===== config.mk =====
export PLATFORM = sky130hd
export DESIGN_NAME = usb_host_irq_enable_flag
export DESIGN_NICKNAME = d
export VERILOG_FILES = /design/src/rtl/host_irq_pkg.sv /design/src/rtl/host_irq_if.sv /design/src/rtl/usb_host_irq_enable_flag.sv /design/src/rtl/sticky_flags.sv
export VERILOG_INCLUDE_DIRS = /design/src /design/src/rtl
export SDC_FILE = /design/constraint.sdc
export NUM_CORES = 1
export LEC_CHECK = 0
export ABC_AREA = 1
export BUFFER_PORTS_ARGS = -buffer_cell sky130_fd_sc_hd__buf_2
export CORE_MARGIN = 2
export CORE_UTILIZATION = 45
export CTS_BUF_LIST = sky130_fd_sc_hd__clkbuf_8
export CTS_CLUSTER_SIZE = 30
export DETAILED_ROUTE_END_ITERATION = 8
export PLACE_DENSITY = 0.83
export SYNTH_ARGS = -nofsm -noshare
export SYNTH_HDL_FRONTEND = slang
export SYNTH_SLANG_ARGS = --single-unit

===== constraint.sdc =====
create_clock -name clk_i -period 1.7 [get_ports clk_i]
set_input_delay 0.34 -clock clk_i [delete_from_list [all_inputs] [get_ports clk_i]]
set_output_delay 0.34 -clock clk_i [all_outputs]
set_load 0.05 [all_outputs]

===== src/rtl/host_irq_cfg.svh =====
// register offsets, field positions and reset values of the host interrupt block
`ifndef HOST_IRQ_CFG_SVH
`define HOST_IRQ_CFG_SVH
`define OFF_ENABLE_CLEAR   8'h14
`define OFF_ENABLE_SET     8'h18
`define OFF_FLAGS          8'h1c
`define OFF_FRAME_NUMBER   8'h10
`define OFF_PORT_STATE     8'h24
`define BIT_FRAME_START    2
`define BIT_BUS_RESET      3
`define BIT_WAKE           4
`define BIT_DN_RESUME      5
`define BIT_UP_RESUME      6
`define BIT_MEM_ERROR      7
`define BIT_ATTACHED       8
`define BIT_DETACHED       9
`define IMPL_MASK          16'h03fc
`define ENABLE_RESET       16'h0000
`define FLAGS_RESET        16'h0000
`define FRAME_NUMBER_RESET         11'h000
`define FRAME_NUMBER_LSB           3
`define FRAME_NUMBER_MSB           13
`define BIT_FRAME_GEN_ON   0
`define BIT_BUS_POWER_GOOD 1
`endif


===== src/rtl/host_irq_pkg.sv =====
// types shared by the host interrupt block
package host_irq_pkg;
  typedef enum logic [1:0] {
    BUS_IDLE = 2'b01,
    BUS_ACK  = 2'b10
  } bus_state_t;
  typedef logic [15:0] reg16_t;
endpackage


===== src/rtl/host_irq_if.sv =====
// set and clear strobes carried from the register block into the flag store
`timescale 1ns/1ps
interface host_irq_if;
  logic [15:0] set_bits;  // event strobes
  logic [15:0] clr_bits;  // software clear strobes
  logic [15:0] flags;     // flag contents
  modport store (input set_bits, input clr_bits, output flags);
  modport ctrl  (output set_bits, output clr_bits, input flags);
endinterface


===== src/rtl/usb_host_irq_enable_flag.sv =====
// host interrupt enable and flag registers behind a classic wishbone slave
//
// Contract
// - write one to clear view drops enable
// - write one to set view raises enable
// - both views read the same enables
// - request while flag and enable set
// - flag cleared only by writing one
// - detach sets flag bit nine
// - attach sets flag bit eight
// - out-stage memory error sets bit seven
// - upstream resume sets bit six
// - finished downstream resume sets bit five
// - wake flag on three conditions
// - finished bus reset sets bit three
// - each frame start sets bit two
// - frame start updates frame number
// - reserved bits read zero
//
// The Wishbone interface to the registers was left to the implementer.
`timescale 1ns/1ps
`include "host_irq_cfg.svh"
module usb_host_irq_enable_flag (
  // clock and reset
  input  wire logic        clk_i,
  input  wire logic        arst_n_i,
  // wishbone slave
  input  wire logic        wb_cyc_i,
  input  wire logic        wb_stb_i,
  input  wire logic        wb_we_i,
  input  wire logic [7:0]  wb_adr_i,
  input  wire logic [31:0] wb_dat_i,
  input  wire logic [3:0]  wb_sel_i,
  output logic      [31:0] wb_dat_o,
  output logic             wb_ack_o,
  output logic             wb_err_o,
  // host port events, one-cycle pulses
  input  wire logic        peripheral_attached_i,
  input  wire logic        peripheral_detached_i,
  input  wire logic        buffer_memory_error_i,
  input  wire logic        remote_resume_received_i,
  input  wire logic        downstream_resume_sent_i,
  input  wire logic        bus_reset_sent_i,
  input  wire logic        frame_start_sent_i,
  input  wire logic [10:0] frame_number_i,
  // port state levels
  input  wire logic        frame_generation_on_i,
  input  wire logic        bus_power_good_i,
  // interrupt
  output logic             irq_o
);

  // ************************************************
  // state
  // ************************************************
  typedef struct packed {
    host_irq_pkg::bus_state_t bus;       // slave state
    logic [31:0]              rdata;     // read data
    logic                     err;       // error answer
    logic [15:0]              enables;   // shared enable bits
    logic [10:0]              frame_number;      // frame number seen by software
    logic                     irq;       // registered request
  } top_state_t;
  top_state_t state;       // current
  top_state_t next_state;  // next

  host_irq_if flag_port ();  // strobes to the flag store

  logic        access;     // request present
  logic        wr_lo;      // low half written
  logic [15:0] wmask;      // write data in low half under byte enables
  logic [15:0] next_irq_src;

  // ************************************************
  // flag store
  // ************************************************
  sticky_flags u_flags (
    .clk_i    (clk_i),
    .arst_n_i (arst_n_i),
    .port     (flag_port.store)
  );

  // event vector and clear strobes
  always_comb begin
    flag_port.set_bits = 16'h0000;
    flag_port.set_bits[`BIT_DETACHED]  = peripheral_detached_i;
    flag_port.set_bits[`BIT_ATTACHED]  = peripheral_attached_i;
    flag_port.set_bits[`BIT_MEM_ERROR] = buffer_memory_error_i;
    flag_port.set_bits[`BIT_UP_RESUME] = remote_resume_received_i;
    flag_port.set_bits[`BIT_DN_RESUME] = downstream_resume_sent_i;
    flag_port.set_bits[`BIT_BUS_RESET] = bus_reset_sent_i;
    flag_port.set_bits[`BIT_FRAME_START] = frame_start_sent_i;
    // wake: suspended with resume or detach, or powered with attach
    flag_port.set_bits[`BIT_WAKE] =
      (!frame_generation_on_i && (remote_resume_received_i || peripheral_detached_i)) ||
      (bus_power_good_i && peripheral_attached_i);
    flag_port.clr_bits = 16'h0000;
    if (wr_lo && wb_adr_i == `OFF_FLAGS) begin
      flag_port.clr_bits = wmask & `IMPL_MASK;
    end
  end

  // ************************************************
  // bus decode
  // ************************************************
  assign access = wb_cyc_i && wb_stb_i && state.bus == host_irq_pkg::BUS_IDLE;
  assign wr_lo  = access && wb_we_i;
  assign wmask  = wb_dat_i[15:0] & {{8{wb_sel_i[1]}}, {8{wb_sel_i[0]}}};

  // next state of slave, enables and frame number
  always_comb begin
    next_state = state;
    // enable views
    if (wr_lo && wb_adr_i == `OFF_ENABLE_SET) begin
      next_state.enables = (state.enables | wmask) & `IMPL_MASK;
    end else if (wr_lo && wb_adr_i == `OFF_ENABLE_CLEAR) begin
      next_state.enables = state.enables & ~wmask;
    end
    // frame number follows each frame start
    if (frame_start_sent_i) begin
      next_state.frame_number = frame_number_i;
    end
    // bus answer
    case (state.bus)
      host_irq_pkg::BUS_IDLE: begin
        if (access) begin
          next_state.bus   = host_irq_pkg::BUS_ACK;
          next_state.err   = 1'b0;
          next_state.rdata = 32'h0000_0000;
          if (wb_adr_i == `OFF_ENABLE_SET) begin
            next_state.rdata = {16'h0000, state.enables};
          end else if (wb_adr_i == `OFF_ENABLE_CLEAR) begin
            next_state.rdata = {16'h0000, state.enables};
          end else if (wb_adr_i == `OFF_FLAGS) begin
            next_state.rdata = {16'h0000, flag_port.flags};
          end else if (wb_adr_i == `OFF_FRAME_NUMBER) begin
            next_state.rdata = {18'h0_0000, state.frame_number, 3'h0};
          end else if (wb_adr_i == `OFF_PORT_STATE) begin
            next_state.rdata = {30'h0000_0000, bus_power_good_i, frame_generation_on_i};
          end else begin
            next_state.err = 1'b1;  // unmapped address
          end
        end
      end
      host_irq_pkg::BUS_ACK: begin
        next_state.bus = host_irq_pkg::BUS_IDLE;  // ack lasts one cycle
        next_state.err = 1'b0;
      end
      default: begin
        next_state.bus = host_irq_pkg::BUS_IDLE;
      end
    endcase
    // request from the pairs of flag and enable
    next_irq_src   = flag_port.flags & state.enables;
    next_state.irq = |next_irq_src;
  end

  // register the state
  always_ff @(posedge clk_i or negedge arst_n_i) begin
    if (!arst_n_i) begin
      state <= '{bus: host_irq_pkg::BUS_IDLE, rdata: 32'h0000_0000, err: 1'b0,
                 enables: `ENABLE_RESET, frame_number: `FRAME_NUMBER_RESET, irq: 1'b0};
    end else begin
      state <= next_state;
    end
  end

  // ************************************************
  // outputs
  // ************************************************
  assign wb_dat_o = state.rdata;
  assign wb_ack_o = state.bus == host_irq_pkg::BUS_ACK && !state.err;
  assign wb_err_o = state.bus == host_irq_pkg::BUS_ACK && state.err;
  assign irq_o    = state.irq;
endmodule // usb_host_irq_enable_flag


===== src/rtl/sticky_flags.sv =====
// sticky event flags: hardware set wins over software clear
`timescale 1ns/1ps
`include "host_irq_cfg.svh"
module sticky_flags (
  // clock and reset
  input  wire logic   clk_i,
  input  wire logic   arst_n_i,
  // strobes
  host_irq_if.store   port
);
  typedef struct packed {
    logic [15:0] flags;  // stored flags
  } flag_state_t;
  flag_state_t state;       // current
  flag_state_t next_state;  // next

  // clear on write one, set on event; set has priority
  always_comb begin
    next_state = state;
    next_state.flags = ((state.flags & ~port.clr_bits) | port.set_bits) & `IMPL_MASK;
  end

  // register the state
  always_ff @(posedge clk_i or negedge arst_n_i) begin
    if (!arst_n_i) begin
      state <= '{flags: `FLAGS_RESET};
    end else begin
      state <= next_state;
    end
  end

  assign port.flags = state.flags;
endmodule // sticky_flags


# --- Word level (Yosys, flattened, before mapping) ---
# Cells that the tools add are included.
classes:
  eq_ne: 8
  n_mux: 16
  bitwise_logic: 8
  reduce_logical: 19
op_table:
  columns: ["op", "n"]
  rows:
  - ["two-way mux 16 bit", 4]
  - ["two-way mux 35 bit", 1]
  - ["AND 16 bit", 2]
  - ["== test 8 x 5 -> 1 bit (second input constant)", 4]
  - ["two-way mux 14 bit", 2]
  - ["OR 10 bit", 2]
  - ["AND 10 x 16 -> 16 bit", 1]
  - ["NOT 16 bit", 1]
  - ["OR reduction 16 bit", 1]
  - ["AND 10 bit", 1]
  - ["logical AND 1 bit", 10]
  - ["two-way mux 10 bit", 1]
  - ["NOT 10 bit", 1]
  - ["== test 8 x 6 -> 1 bit (second input constant)", 1]
  - ["two-way mux 1 bit", 5]
  - ["two-way mux 2 bit", 2]
  - ["AND reduction 2 bit", 2]
  - ["nonzero test 2 bit", 2]
  - ["== test 2 x 1 -> 1 bit (second input constant)", 1]
  - ["== test 2 bit (second input constant)", 1]
  - ["logical NOT 1 bit", 2]
  - ["logical OR 1 bit", 2]
  - ["!= test 2 bit (second input constant)", 1]
  - ["one-hot mux 1 bit (2 select lines)", 1]
word_totals:
  register_bits: 71
  input_bits: 69
  output_inout_bits: 35
  word_cells: 58

# --- Depth between registers and ports, before layout ---
# Gate-level depths: netlist of the first run.
logic_depth:
  ltp_word: 8
  mapped_depth: 10
  depth_no_buf: 9

# --- Modules after synthesis ---
# From an unflattened synthesis of the first run, not the netlist that was laid out.
unflattened:
  cells_unflattened: 457
  hier_area_um2: 3419.5
by_module_without_submodules:
  columns: ["mod", "n_inst", "cells_each", "area_per_inst_um2", "seq_area_each_um2"]
  rows:
  - ["usb_host_irq_enable_flag", 1, 408, 3035.4, 1177.4]
  - ["sticky_flags", 1, 49, 384.1, 200.2]

# --- Worst setup path after synthesis of the first run ---
# Ideal clock, no wire load.
synth_path:
  kind: "reg-to-output"
  from: "register state[61] (netlist bit)"
  to: "output wb_ack_o"
  arrival_ps: 1303
  required_ps: 1360
  setup_slack_ps: 57
  path_stages_with_launch: 3
  path_buffers: 0
  path_cell_list: "dfstp_2 -> or2_2 -> nor2_1"
synth_between:
  elab_chain_len: 2
synth_lines:
  columns: ["item", "line_no", "rtl"]
  rows:
  - ["start, declared", "usb_host_irq_enable_flag.sv:64", "top_state_t state;"]
  - ["start signal, assigned", "usb_host_irq_enable_flag.sv:161", "state <= '{bus: host_irq_pkg::BUS_IDLE, rdata: 32'h0000_0000, err: 1'b0,"]
  - ["start signal, assigned", "usb_host_irq_enable_flag.sv:164", "state <= next_state;"]
  - ["== test 2 bit", "usb_host_irq_enable_flag.sv:172", "assign wb_ack_o = state.bus == host_irq_pkg::BUS_ACK && !state.err;"]
  - ["logical AND 1 bit", "usb_host_irq_enable_flag.sv:172", null]
  - ["end, declared", "usb_host_irq_enable_flag.sv:35", "output logic wb_ack_o,"]
# Every way passes these cells.

# --- Worst setup path after layout of the first run ---
layout_path:
  from: "register state[61] (netlist bit)"
  to: "output wb_err_o"
layout_between:
  elab_chain_len: 2
layout_lines:
  columns: ["item", "line_no", "rtl"]
  rows:
  - ["== test 2 bit", "usb_host_irq_enable_flag.sv:173", "assign wb_err_o = state.bus == host_irq_pkg::BUS_ACK && state.err;"]
  - ["logical AND 1 bit", "usb_host_irq_enable_flag.sv:173", null]
  - ["end, declared", "usb_host_irq_enable_flag.sv:36", "output logic wb_err_o,"]
# Every way passes these cells.

==> flow_summary_export.csv, run 1 <==
group,metric,value,unit
floorplan,initial_utilization,45.79,%
clock_tree,cts_tree,"built",
critical_path,rrSetupSlack,0.08,ns
critical_path,crit_fanout,3,
placement,dp_slack,0.06445,ns
sta,min_period,1.673,ns
pwr,p_leak,2.008,nW
floorplan,rows,30,
clock_tree,clkTransAtPathRegs,0.09,ns
sta,report.final.slew_viol_count,0,
synthesis,seq_area_frac_synth,45.03,%
floorplan,die_y,86.45,um
clock_tree,insertion_delay,0.31,ns
outcome,status,"finished, final reports clean",
synthesis,ys_ff_latch,55,
critical_path,required,1.36,ns
floorplan,dieArea,7474,um2
routing,wl_per_cell,13.02,um
pwr,total_power,2.508,mW
critical_path,r2r_end,"state[28]$_DFFE_PN0P_",
global_routing,use_met2,33.36,%
finish,final_cell_mix,"130 x nand2_1, 67 x buf_2, 54 x dfrtp_1",
global_routing,grt_max_degree,32,
synthesis,avgSynthCellArea,7.804,um2
global_routing,met1_usage,24.86,%
critical_path,cp-end-kind,"primary output",
placement,dp_hpwl,5364,um
clock_tree,cts_root_buffer,"clkbuf_8",
job,max_cap_violations,0,
worst_hold_path,hold_depth,3,
sta,max_freq,0.5977,GHz
sta,worst_slack,0.02683,ns
clock_tree,clock_sinks,55,
sta,worst_clock_skew,0.004578,ns
finish,design_area,3426,um2
synthesis,synth_cell_type_count,27,
worst_hold_path,holdPathEnd,"u_flags.port.flags[7]$_DFF_PN0_",
finish,nets,515,
placement,place_area,3317,um2
synthesis,yosys_warnings,0,
global_routing,grt_pass1_vias,2525,
floorplan,core,6681,um2
critical_path,timing.rr.start,"state[61]$_DFFE_PN1P_",
synthesis,syn_inst,392,
finish,antenna_cells,0,
sta,tightestPinTransition,0.5010,ns
sta,timing.final.crit_share,98.42,%
routing,firstDrtPassIters,6,
global_routing,gr-max-usage-layer,"met2",
clock_tree,numCtsBuffers,5,
floorplan,pin_count,104,
sta,slew_headroom,66.56,%
routing,drc_errors,0,
pwr,p_per_area,732.2,nW/um2
routing,vias,2563,
synthesis,syn_area,3059,um2
global_routing,grtUsageMet3,3.238,%
routing,ant_nets,0,
routing,drt-total-wl,6863,um
global_routing,antenna_found_initial,0,
routing,post_drt_via_cell_ratio,4.863,
clock_tree,postCtsSetupRepairBufs,0,
global_routing,grt-ovfl-total,0,
placement,gp_congestion,0.8974,
critical_path,critPathLaunchType,"flop",
finish,area_growth,11.98,%
sta,rsz0062_at_grt,"true",
critical_path,crit_type,"flop to primary output",
sta,setup_violations,0,
routing,first_iter_violations,150,
clock_tree,cts_buffer_depth,2,
finish,layout_commonest_cell,"nand2_1",
worst_hold_path,min_path_type,"input port to flop",
critical_path,worstRegToRegCells,6,
finish,drive_gt1_share,25.06,%
critical_path,cp.arrival,1.33,ns
sta,hold_viol_final,0,
global_routing,grt_first_pass_wirelength,11500,um
worst_hold_path,worstHoldStart,"buffer_memory_error_i",
sta,setup_tns,0,ns
placement,portBuffers,69,
pwr,peakVddDrop,262.6,uV
global_routing,gr-usage-all-layers,19.46,%
clock_tree,cts_htree_levels,2,
floorplan,die_x,86.45,um
==> worst max-delay path, cell delays in order (launching register included) <==
cell,delay [ns]
dfstp_2,0.38
or2_2,0.33
nor2_2,0.13
buf_6,0.18
==> report_power, final <==
part	switching [mW]	internal, mW
clock	0.418	0.279
sequential	0.0269	1.36
combinational	0.301	0.127
total	0.746	1.76
==> cells by family after synthesis <==
family,share of synthesized area (%)
compound gates,5.930
flops,45.03
simple gates,29.69
mux,2.577
buf+inv,16.65
other cells,0.1226
==> worst max-delay path by stage <==
stage,from,endpoint
2_1_floorplan,state[61]$_DFFE_PN1P_,wb_ack_o
3_3_place_gp,state[61]$_DFFE_PN1P_,state[28]$_DFFE_PN0P_
3_5_place_dp,wb_adr_i[6],flop
4_1_cts,state[61]$_DFFE_PN1P_,wb_ack_o
5_1_grt,state[61]$_DFFE_PN1P_,wb_dat_o[14]$_DFFE_PN0P_
6_report,state[61]$_DFFE_PN1P_,wb_err_o
==> synth_stat cells <==
master,n,area (um2)
nand2_2,4,25.02
dfstp_2,1,26.28
a21oi_1,5,25.02
or2_2,3,18.77
mux2_2,7,78.83
nand3_1,44,220.2
nor2_8,1,20.02
inv_1,49,183.9
nor2_4,2,22.52
o21ai_1,4,20.02
clkbuf_1,4,15.01
dfrtp_1,54,1351
buf_2,5,25.02
nand2_4,2,22.52
conb_1,1,3.750
nand2_1,130,488.0
inv_2,1,3.750
nor2_2,6,37.54
a21boi_0,6,45.04
nor3_1,5,25.02
o21bai_1,4,30.03
buf_4,33,247.7
o22ai_1,1,6.260
nand3_2,1,10.01
o21ai_0,11,55.05
buf_6,3,33.78
nor2_1,5,18.77
==> per-stage QoR <==
step | hold WS, ns | cells | utilization [%]
after floorplan | 0.04441 | 407 | -
after global placement | 0.2587 | 518 | 49.64
after detailed placement | 0.2668 | 518 | 49.64
after CTS | 0.2123 | 527 | 51.09
after global routing | 0.2324 | 527 | 51.27
final | 0.2112 | 527 | 51.27
==> metal layers <==
layer	share of wire, %	vias up	routed length [um]
met2	49	102	3378
met1	42	1179	2914
met3	6.2	11	426
li1	-	1271	-
met5	0	-	0
met4	2.1	0	144
==> what timing repair did <==
action / 4_1_cts / 5_1_grt
hold buffers: 1 / 0
gates resized for setup: 2 / 4
endpoints found under the setup margin: 2 / 8
pin swaps: 0 / 1
hold endpoints to repair: 11 / 0
==> final cells by class <==
type | instances | area (um2)
repair buffers | 77 | 445.4
well taps | 80 | 100.1
inverters | 50 | 187.7
multi-input cells | 257 | 1234
clock inverters | 3 | 12.51
fillers | 635 | 3256
clock buffers | 5 | 68.82
flip-flops and latches | 55 | 1378
Power figures use the tool's default switching activity.
==> inputs of run 2 (changes only) <==
==> constraint.sdc (replaced) <==
create_clock -name clk_i -period 2.1 [get_ports clk_i]
set_input_delay 0.42 -clock clk_i [delete_from_list [all_inputs] [get_ports clk_i]]
set_output_delay 0.42 -clock clk_i [all_outputs]
set_load 0.05 [all_outputs]
==> flow_summary_export.csv, run 2 (synthesis gave the netlist of run 1 again) <==
group,metric,value,unit
global_routing,gr-usage-all-layers,18.39,%
clock_tree,post_cts_resized,0,
pwr,peakVddDrop,414.2,uV
clock_tree,clkTransAtPathRegs,0.10,ns
critical_path,slowest_stage,"dfstp_2",
clock_tree,cts_hold_buf,0,
finish,antenna_cells,0,
floorplan,dieArea,7474,um2
clock_tree,cts_htree_levels,2,
critical_path,crit_path_start,"state[61]$_DFFE_PN1P_",
critical_path,worstRegToRegCells,6,
clock_tree,cts_tree,"built",
finish,drive_gt1_share,24.60,%
finish,n_fill_cell,642,
critical_path,required,1.68,ns
clock_tree,clock_sinks,55,
critical_path,cp-endpoint,"wb_err_o",
outcome,status,"finished, final reports clean",
finish,multiInputGateArea,1229,um2
critical_path,crit_type,"flop to primary output",
sta,rsz0062_at_grt,"false",
pwr,p_leak,1.992,nW
clock_tree,numCtsBuffers,5,
finish,nets,511,
routing,post_drt_via_cell_ratio,4.816,
finish,ff_latch_area,1378,um2
sta,setup_violations,0,
critical_path,critPathLaunchType,"flop",
sta,setup_tns,0,ns
finish,area_growth,10.72,%
global_routing,grt_max_degree,56,
worst_hold_path,min_path_type,"input port to asynchronous set/reset pin",
sta,hold_viol_final,0,
routing,firstDrtPassIters,5,
routing,drt-total-wl,6530,um
critical_path,rrSetupSlack,0.50,ns
routing,drc_errors,0,
placement,gp_congestion,0.8619,
finish,final_cell_mix,"130 x nand2_1, 69 x buf_2, 54 x dfrtp_1",
floorplan,die_x,86.45,um
job,max_cap_violations,0,
floorplan,initial_utilization,45.79,%
placement,portBuffers,69,
global_routing,antenna_found_initial,0,
critical_path,r2r_end,"state[28]$_DFFE_PN0P_",
finish,final_cells,523,
clock_tree,postCtsSetupRepairBufs,0,
finish,layout_commonest_cell,"nand2_1",
sta,max_freq,0.5675,GHz
floorplan,rows,30,
sta,min_period,1.762,ns
global_routing,grt_pass1_vias,2416,
clock_tree,cts_buffer_depth,2,
routing,wl_per_cell,12.49,um
floorplan,pin_count,104,
critical_path,cp-end-kind,"primary output",
critical_path,crit_fanout,3,
sta,slew_headroom,55.49,%
critical_path,max_stage_delay,0.38,ns
placement,dp.cells,515,
routing,vias,2519,
floorplan,die_y,86.45,um
placement,dp_hpwl,4968,um
clock_tree,cts_root_buffer,"clkbuf_8",
critical_path,timing.rr.start,"state[61]$_DFFE_PN1P_",
routing,first_iter_violations,237,
global_routing,grt-ovfl-total,0,
pwr,p_per_area,641.3,nW/um2
sta,tightestPinTransition,0.6677,ns
floorplan,core,6681,um2
critical_path,path_cells,"or2_2 -> nor2_1 -> buf_2",
critical_path,cp.arrival,1.34,ns
sta,worst_clock_skew,0.006659,ns
routing,ant_nets,0,
clock_tree,insertion_delay,0.31,ns
sta,report.final.slew_viol_count,0,
pwr,total_power,2.172,mW
global_routing,grt_first_pass_wirelength,10910,um
sta,timing.final.crit_share,83.91,%
==> run 2: critical path: cells and delay by family, from the launching register on <==
| kind | cells | cell delay (ns) |
|---|---|---|
| and+or+nand+nor | 2 | 0.41 |
| DFF | 1 | 0.38 |
| buffers and inverters | 1 | 0.26 |
==> run 2: through the flow <==
step           hold slack (ns)  util, %  worst slack (ns)  area (um2)
2_1_floorplan           0.1244        -            0.3771        3115
3_3_place_gp            0.4533    48.93            0.4287        3269
3_5_place_dp            0.4662    48.93            0.3631        3269
4_1_cts                 0.2426    50.69            0.3280        3387
5_1_grt                 0.2744    50.69            0.2587        3387
6_report                0.2161    50.69            0.3378        3387
==> run 2: power breakdown <==
part | leakage, nW | internal, mW | total (mW) | switching, mW
combinational | 1.25 | 0.0948 | 0.332 | 0.237
clock | 0.0612 | 0.386 | 0.720 | 0.334
sequential | 0.682 | 1.10 | 1.12 | 0.0216
==> run 2: how the worst min path moves through the flow <==
| stage | endpoint | slack, ns | cells past startpoint |
|---|---|---|---|
| finish | state[22]$_DFFE_PN0P_ | 0.22 | 2 |
| global route | state[22]$_DFFE_PN0P_ | 0.27 | 2 |
| CTS | state[22]$_DFFE_PN0P_ | 0.24 | 2 |
| detailed placement | flop | 0.47 | 2 |
| global placement | flop | 0.45 | 2 |
| floorplan | asynchronous set/reset pin | 0.12 | 0 |
==> run 2: layer usage <==
layer	track usage [%]	wire [um]	vias up
met1	24.77	2881	1145
met2	30.07	3084	99
met3	3.619	424	13
met5	0	0	-
li1	-	-	1262
met4	5.824	139	0
==> run 2: layout make-up <==
type,count,area share (%)
Clock buffer,6,2.438
Sequential cell,55,40.67
Multi-Input combinational cell,257,36.28
Inverter,50,5.541
Tap cell,80,2.955
Timing Repair Buffer,73,11.08
Clock inverter,2,1.034
==> inputs of run 3 (changes only) <==
--- a/config.mk
+++ b/config.mk
@@ -6,14 +6,14 @@
 export SDC_FILE = /design/constraint.sdc
 export NUM_CORES = 1
 export LEC_CHECK = 0
-export ABC_AREA = 1
+export ABC_AREA = 0
 export BUFFER_PORTS_ARGS = -buffer_cell sky130_fd_sc_hd__buf_2
 export CORE_MARGIN = 2
 export CORE_UTILIZATION = 45
 export CTS_BUF_LIST = sky130_fd_sc_hd__clkbuf_8
 export CTS_CLUSTER_SIZE = 30
 export DETAILED_ROUTE_END_ITERATION = 8
-export PLACE_DENSITY = 0.83
+export PLACE_DENSITY = 0.87
 export SYNTH_ARGS = -nofsm -noshare
 export SYNTH_HDL_FRONTEND = slang
 export SYNTH_SLANG_ARGS = --single-unit
==> constraint.sdc (replaced) <==
create_clock -name clk_i -period 1.6 [get_ports clk_i]
set_input_delay 0.32 -clock clk_i [delete_from_list [all_inputs] [get_ports clk_i]]
set_output_delay 0.32 -clock clk_i [all_outputs]
set_load 0.05 [all_outputs]
==> flow_summary_export.csv, run 3 <==
group,metric,value,unit
floorplan,die_x,82.12,um
sta,worst_slack,-0.003997,ns
finish,final_cell_mix,"68 x buf_2, 54 x dfrtp_1, 20 x nand2_1",
pwr,p_sw,712.2,uW
synthesis,synth.largest_area_cell,"dfrtp_1",
clock_tree,clkTransAtPathRegs,0.10,ns
floorplan,dieArea,6744,um2
sta,report.final.slew_viol_count,0,
critical_path,critPathLaunchType,"flop",
worst_hold_path,min_path_type,"input port to asynchronous set/reset pin",
clock_tree,cts_hold_buf,0,
job,max_cap_violations,0,
sta,rsz0062_at_grt,"true",
routing,post_drt_via_cell_ratio,5.403,
sta,setup_tns,-0.003997,ns
critical_path,required,1.80,ns
critical_path,crit_fanout,8,
pwr,peakVddDrop,465.5,uV
global_routing,grt_pass1_vias,2037,
synthesis,syn_area,2746,um2
critical_path,path_cells,"nand4b_1 -> or4_4 -> o21ai_1 -> nand2b_1",
placement,dp_slack,-0.3326,ns
routing,firstDrtPassIters,4,
synthesis,synth_cell_type_count,35,
outcome,status,"complete, but fails checks",
pwr,p_leak,1.609,nW
synthesis,yosys-top-cells-count,"54 x dfrtp_1, 32 x buf_4, 21 x nand2_1",
critical_path,crit_type,"flop to flop",
synthesis,seq_area_frac_synth,50.16,%
floorplan,core,5921,um2
clock_tree,cts_tree,"built",
floorplan,pin_count,104,
critical_path,crit_family,"simple AND/OR/NAND/NOR gates",
clock_tree,cts_root_buffer,"clkbuf_8",
sta,timing.final.crit_share,100.2,%
critical_path,slowest_stage,"dfstp_2",
global_routing,gr-usage-all-layers,18.59,%
sta,setup_violations,1,
synthesis,yosys_warnings,0,
sta,whs,-0.01137,ns
global_routing,grt_max_degree,56,
global_routing,antenna_found_initial,0,
pwr,total_power,2.897,mW
routing,vias,2183,
pwr,p_clk_share,36.6,%
placement,portBuffers,69,
finish,drive_gt1_share,38.91,%
pwr,power_frac_comb,13.2,%
finish,layout_commonest_cell,"buf_2",
routing,first_iter_violations,124,
synthesis,synth_edf_count,0,
finish,fin_util,56.02,%
critical_path,worstRegToRegCells,4,
clock_tree,clock_sinks,55,
finish,area_growth,20.77,%
sta,worst_clock_skew,0.01044,ns
clock_tree,cts_buffer_depth,2,
synthesis,async_reset_ff_share,100.0,%
finish,antenna_cells,0,
synthesis,synth.top_cells.by_area,"dfrtp_1 49%, buf_4 8.7%, mux2_2 7.8%",
global_routing,grt_first_pass_wirelength,9418,um
critical_path,path_buf_inv,0,
critical_path,cp.arrival,1.80,ns
synthesis,syn_inst,265,
routing,wl_per_cell,15.76,um
placement,dp_hpwl,4566,um
critical_path,cp-end-kind,"flop",
outcome,violations,"hold timing, setup timing",
sta,hold_viol_final,29,
synthesis,avgSynthCellArea,10.36,um2
synthesis,dominantRegCellSynth,"dfrtp_1",
critical_path,max_stage_delay,0.54,ns
floorplan,rows,28,
floorplan,die_y,82.12,um
pwr,pwr-share-seq,50.2,%
critical_path,crit_cells,4,
synthesis,synth_top_area_share,49.20,%
clock_tree,insertion_delay,0.31,ns
synthesis,synth_most_common_cell,"dfrtp_1",
finish,nets,397,
routing,ant_nets,0,
clock_tree,numCtsBuffers,5,
pwr,p_per_area,873.4,nW/um2
sta,max_freq,0.6234,GHz
floorplan,initial_utilization,46.39,%
clock_tree,cts_htree_levels,2,
global_routing,grt-ovfl-total,0,
placement,gp_congestion,0.8894,
sta,min_period,1.604,ns
pwr,internal-power,2.185,mW
synthesis,ys_ff_latch,55,
routing,drt-total-wl,6366,um
pwr,swShare,24.59,%
routing,drc_errors,0,
## run 3: worst reg2reg max path, cell delays in order (launching register included)
cell	delay, ns
dfstp_2	0.54
nand4b_1	0.19
or4_4	0.54
o21ai_1	0.16
nand2b_1	0.07
## run 3: layer usage
metal	wire (um)	track usage, %	share of wire (%)	vias to the layer above
met5	0	0	0	-
met4	142	7.333	2.2	0
met3	478	4.565	7.5	15
met2	3187	31.63	50	90
met1	2557	22.72	40	1053
li1	-	-	-	1025
## run 3: path summary, 6_finish.rpt
| check | from | endpoint | slack [ns] |
|---|---|---|---|
| hold / removal | arst_n_i | u_flags.port.flags[3]$_DFF_PN0_ | -0.01 |
| hold reg to reg | wb_dat_o[6]$_DFFE_PN0P_ | wb_dat_o[6]$_DFFE_PN0P_ | 0.48 |
| setup / recovery | state[61]$_DFFE_PN1P_ | u_flags.port.flags[5]$_DFF_PN0_ | -0.004 |
| max in group asynchronous | arst_n_i | state[61]$_DFFE_PN1P_ | 1.32 |
| setup reg to reg | state[61]$_DFFE_PN1P_ | u_flags.port.flags[5]$_DFF_PN0_ | -0.004 |
| min in group clk_i | bus_reset_sent_i | u_flags.port.flags[3]$_DFF_PN0_ | 0.19 |
## run 3: repair_timing
item / in CTS / in global routing
setup endpoints to repair: 2 / 31
resized for setup: 2 / 21
setup buffers: 0 / 1
pin swaps: 0 / 7
gates cloned: 0 / 1
## run 3: stage by stage
step	area, um2	std cells
6_report	3317	404
5_1_grt	3317	404
4_1_cts	3232	402
3_5_place_dp	3094	394
3_3_place_gp	3094	394
2_1_floorplan	2830	280
## run 3: logic make-up after synthesis
| group | share of synthesized area (%) |
|---|---|
| other cells | 0.1365 |
| simple gates | 10.75 |
| xor+xnor | 0.3190 |
| flops | 50.16 |
| mux | 10.34 |
| buf+inv | 10.98 |
| compound gates | 17.31 |
## run 3: layout make-up
class | instances | area (um2)
Fill cell | 505 | 2604
Clock buffer | 5 | 68.82
Inverter | 2 | 7.507
Sequential cell | 55 | 1378
Timing Repair Buffer | 85 | 496.7
Clock inverter | 3 | 63.81
Multi-Input combinational cell | 179 | 1209
Tap cell | 75 | 93.84
## run 3: power groups by stage
stage	clock [mW]	combinational, mW	sequential (mW)
2_1_floorplan	0	0.261	1.47
3_3_place_gp	0	0.361	1.48
3_5_place_dp	0	0.369	1.48
4_1_cts	1.07	0.372	1.45
5_1_grt	1.12	0.416	1.46
6_report	1.06	0.382	1.45
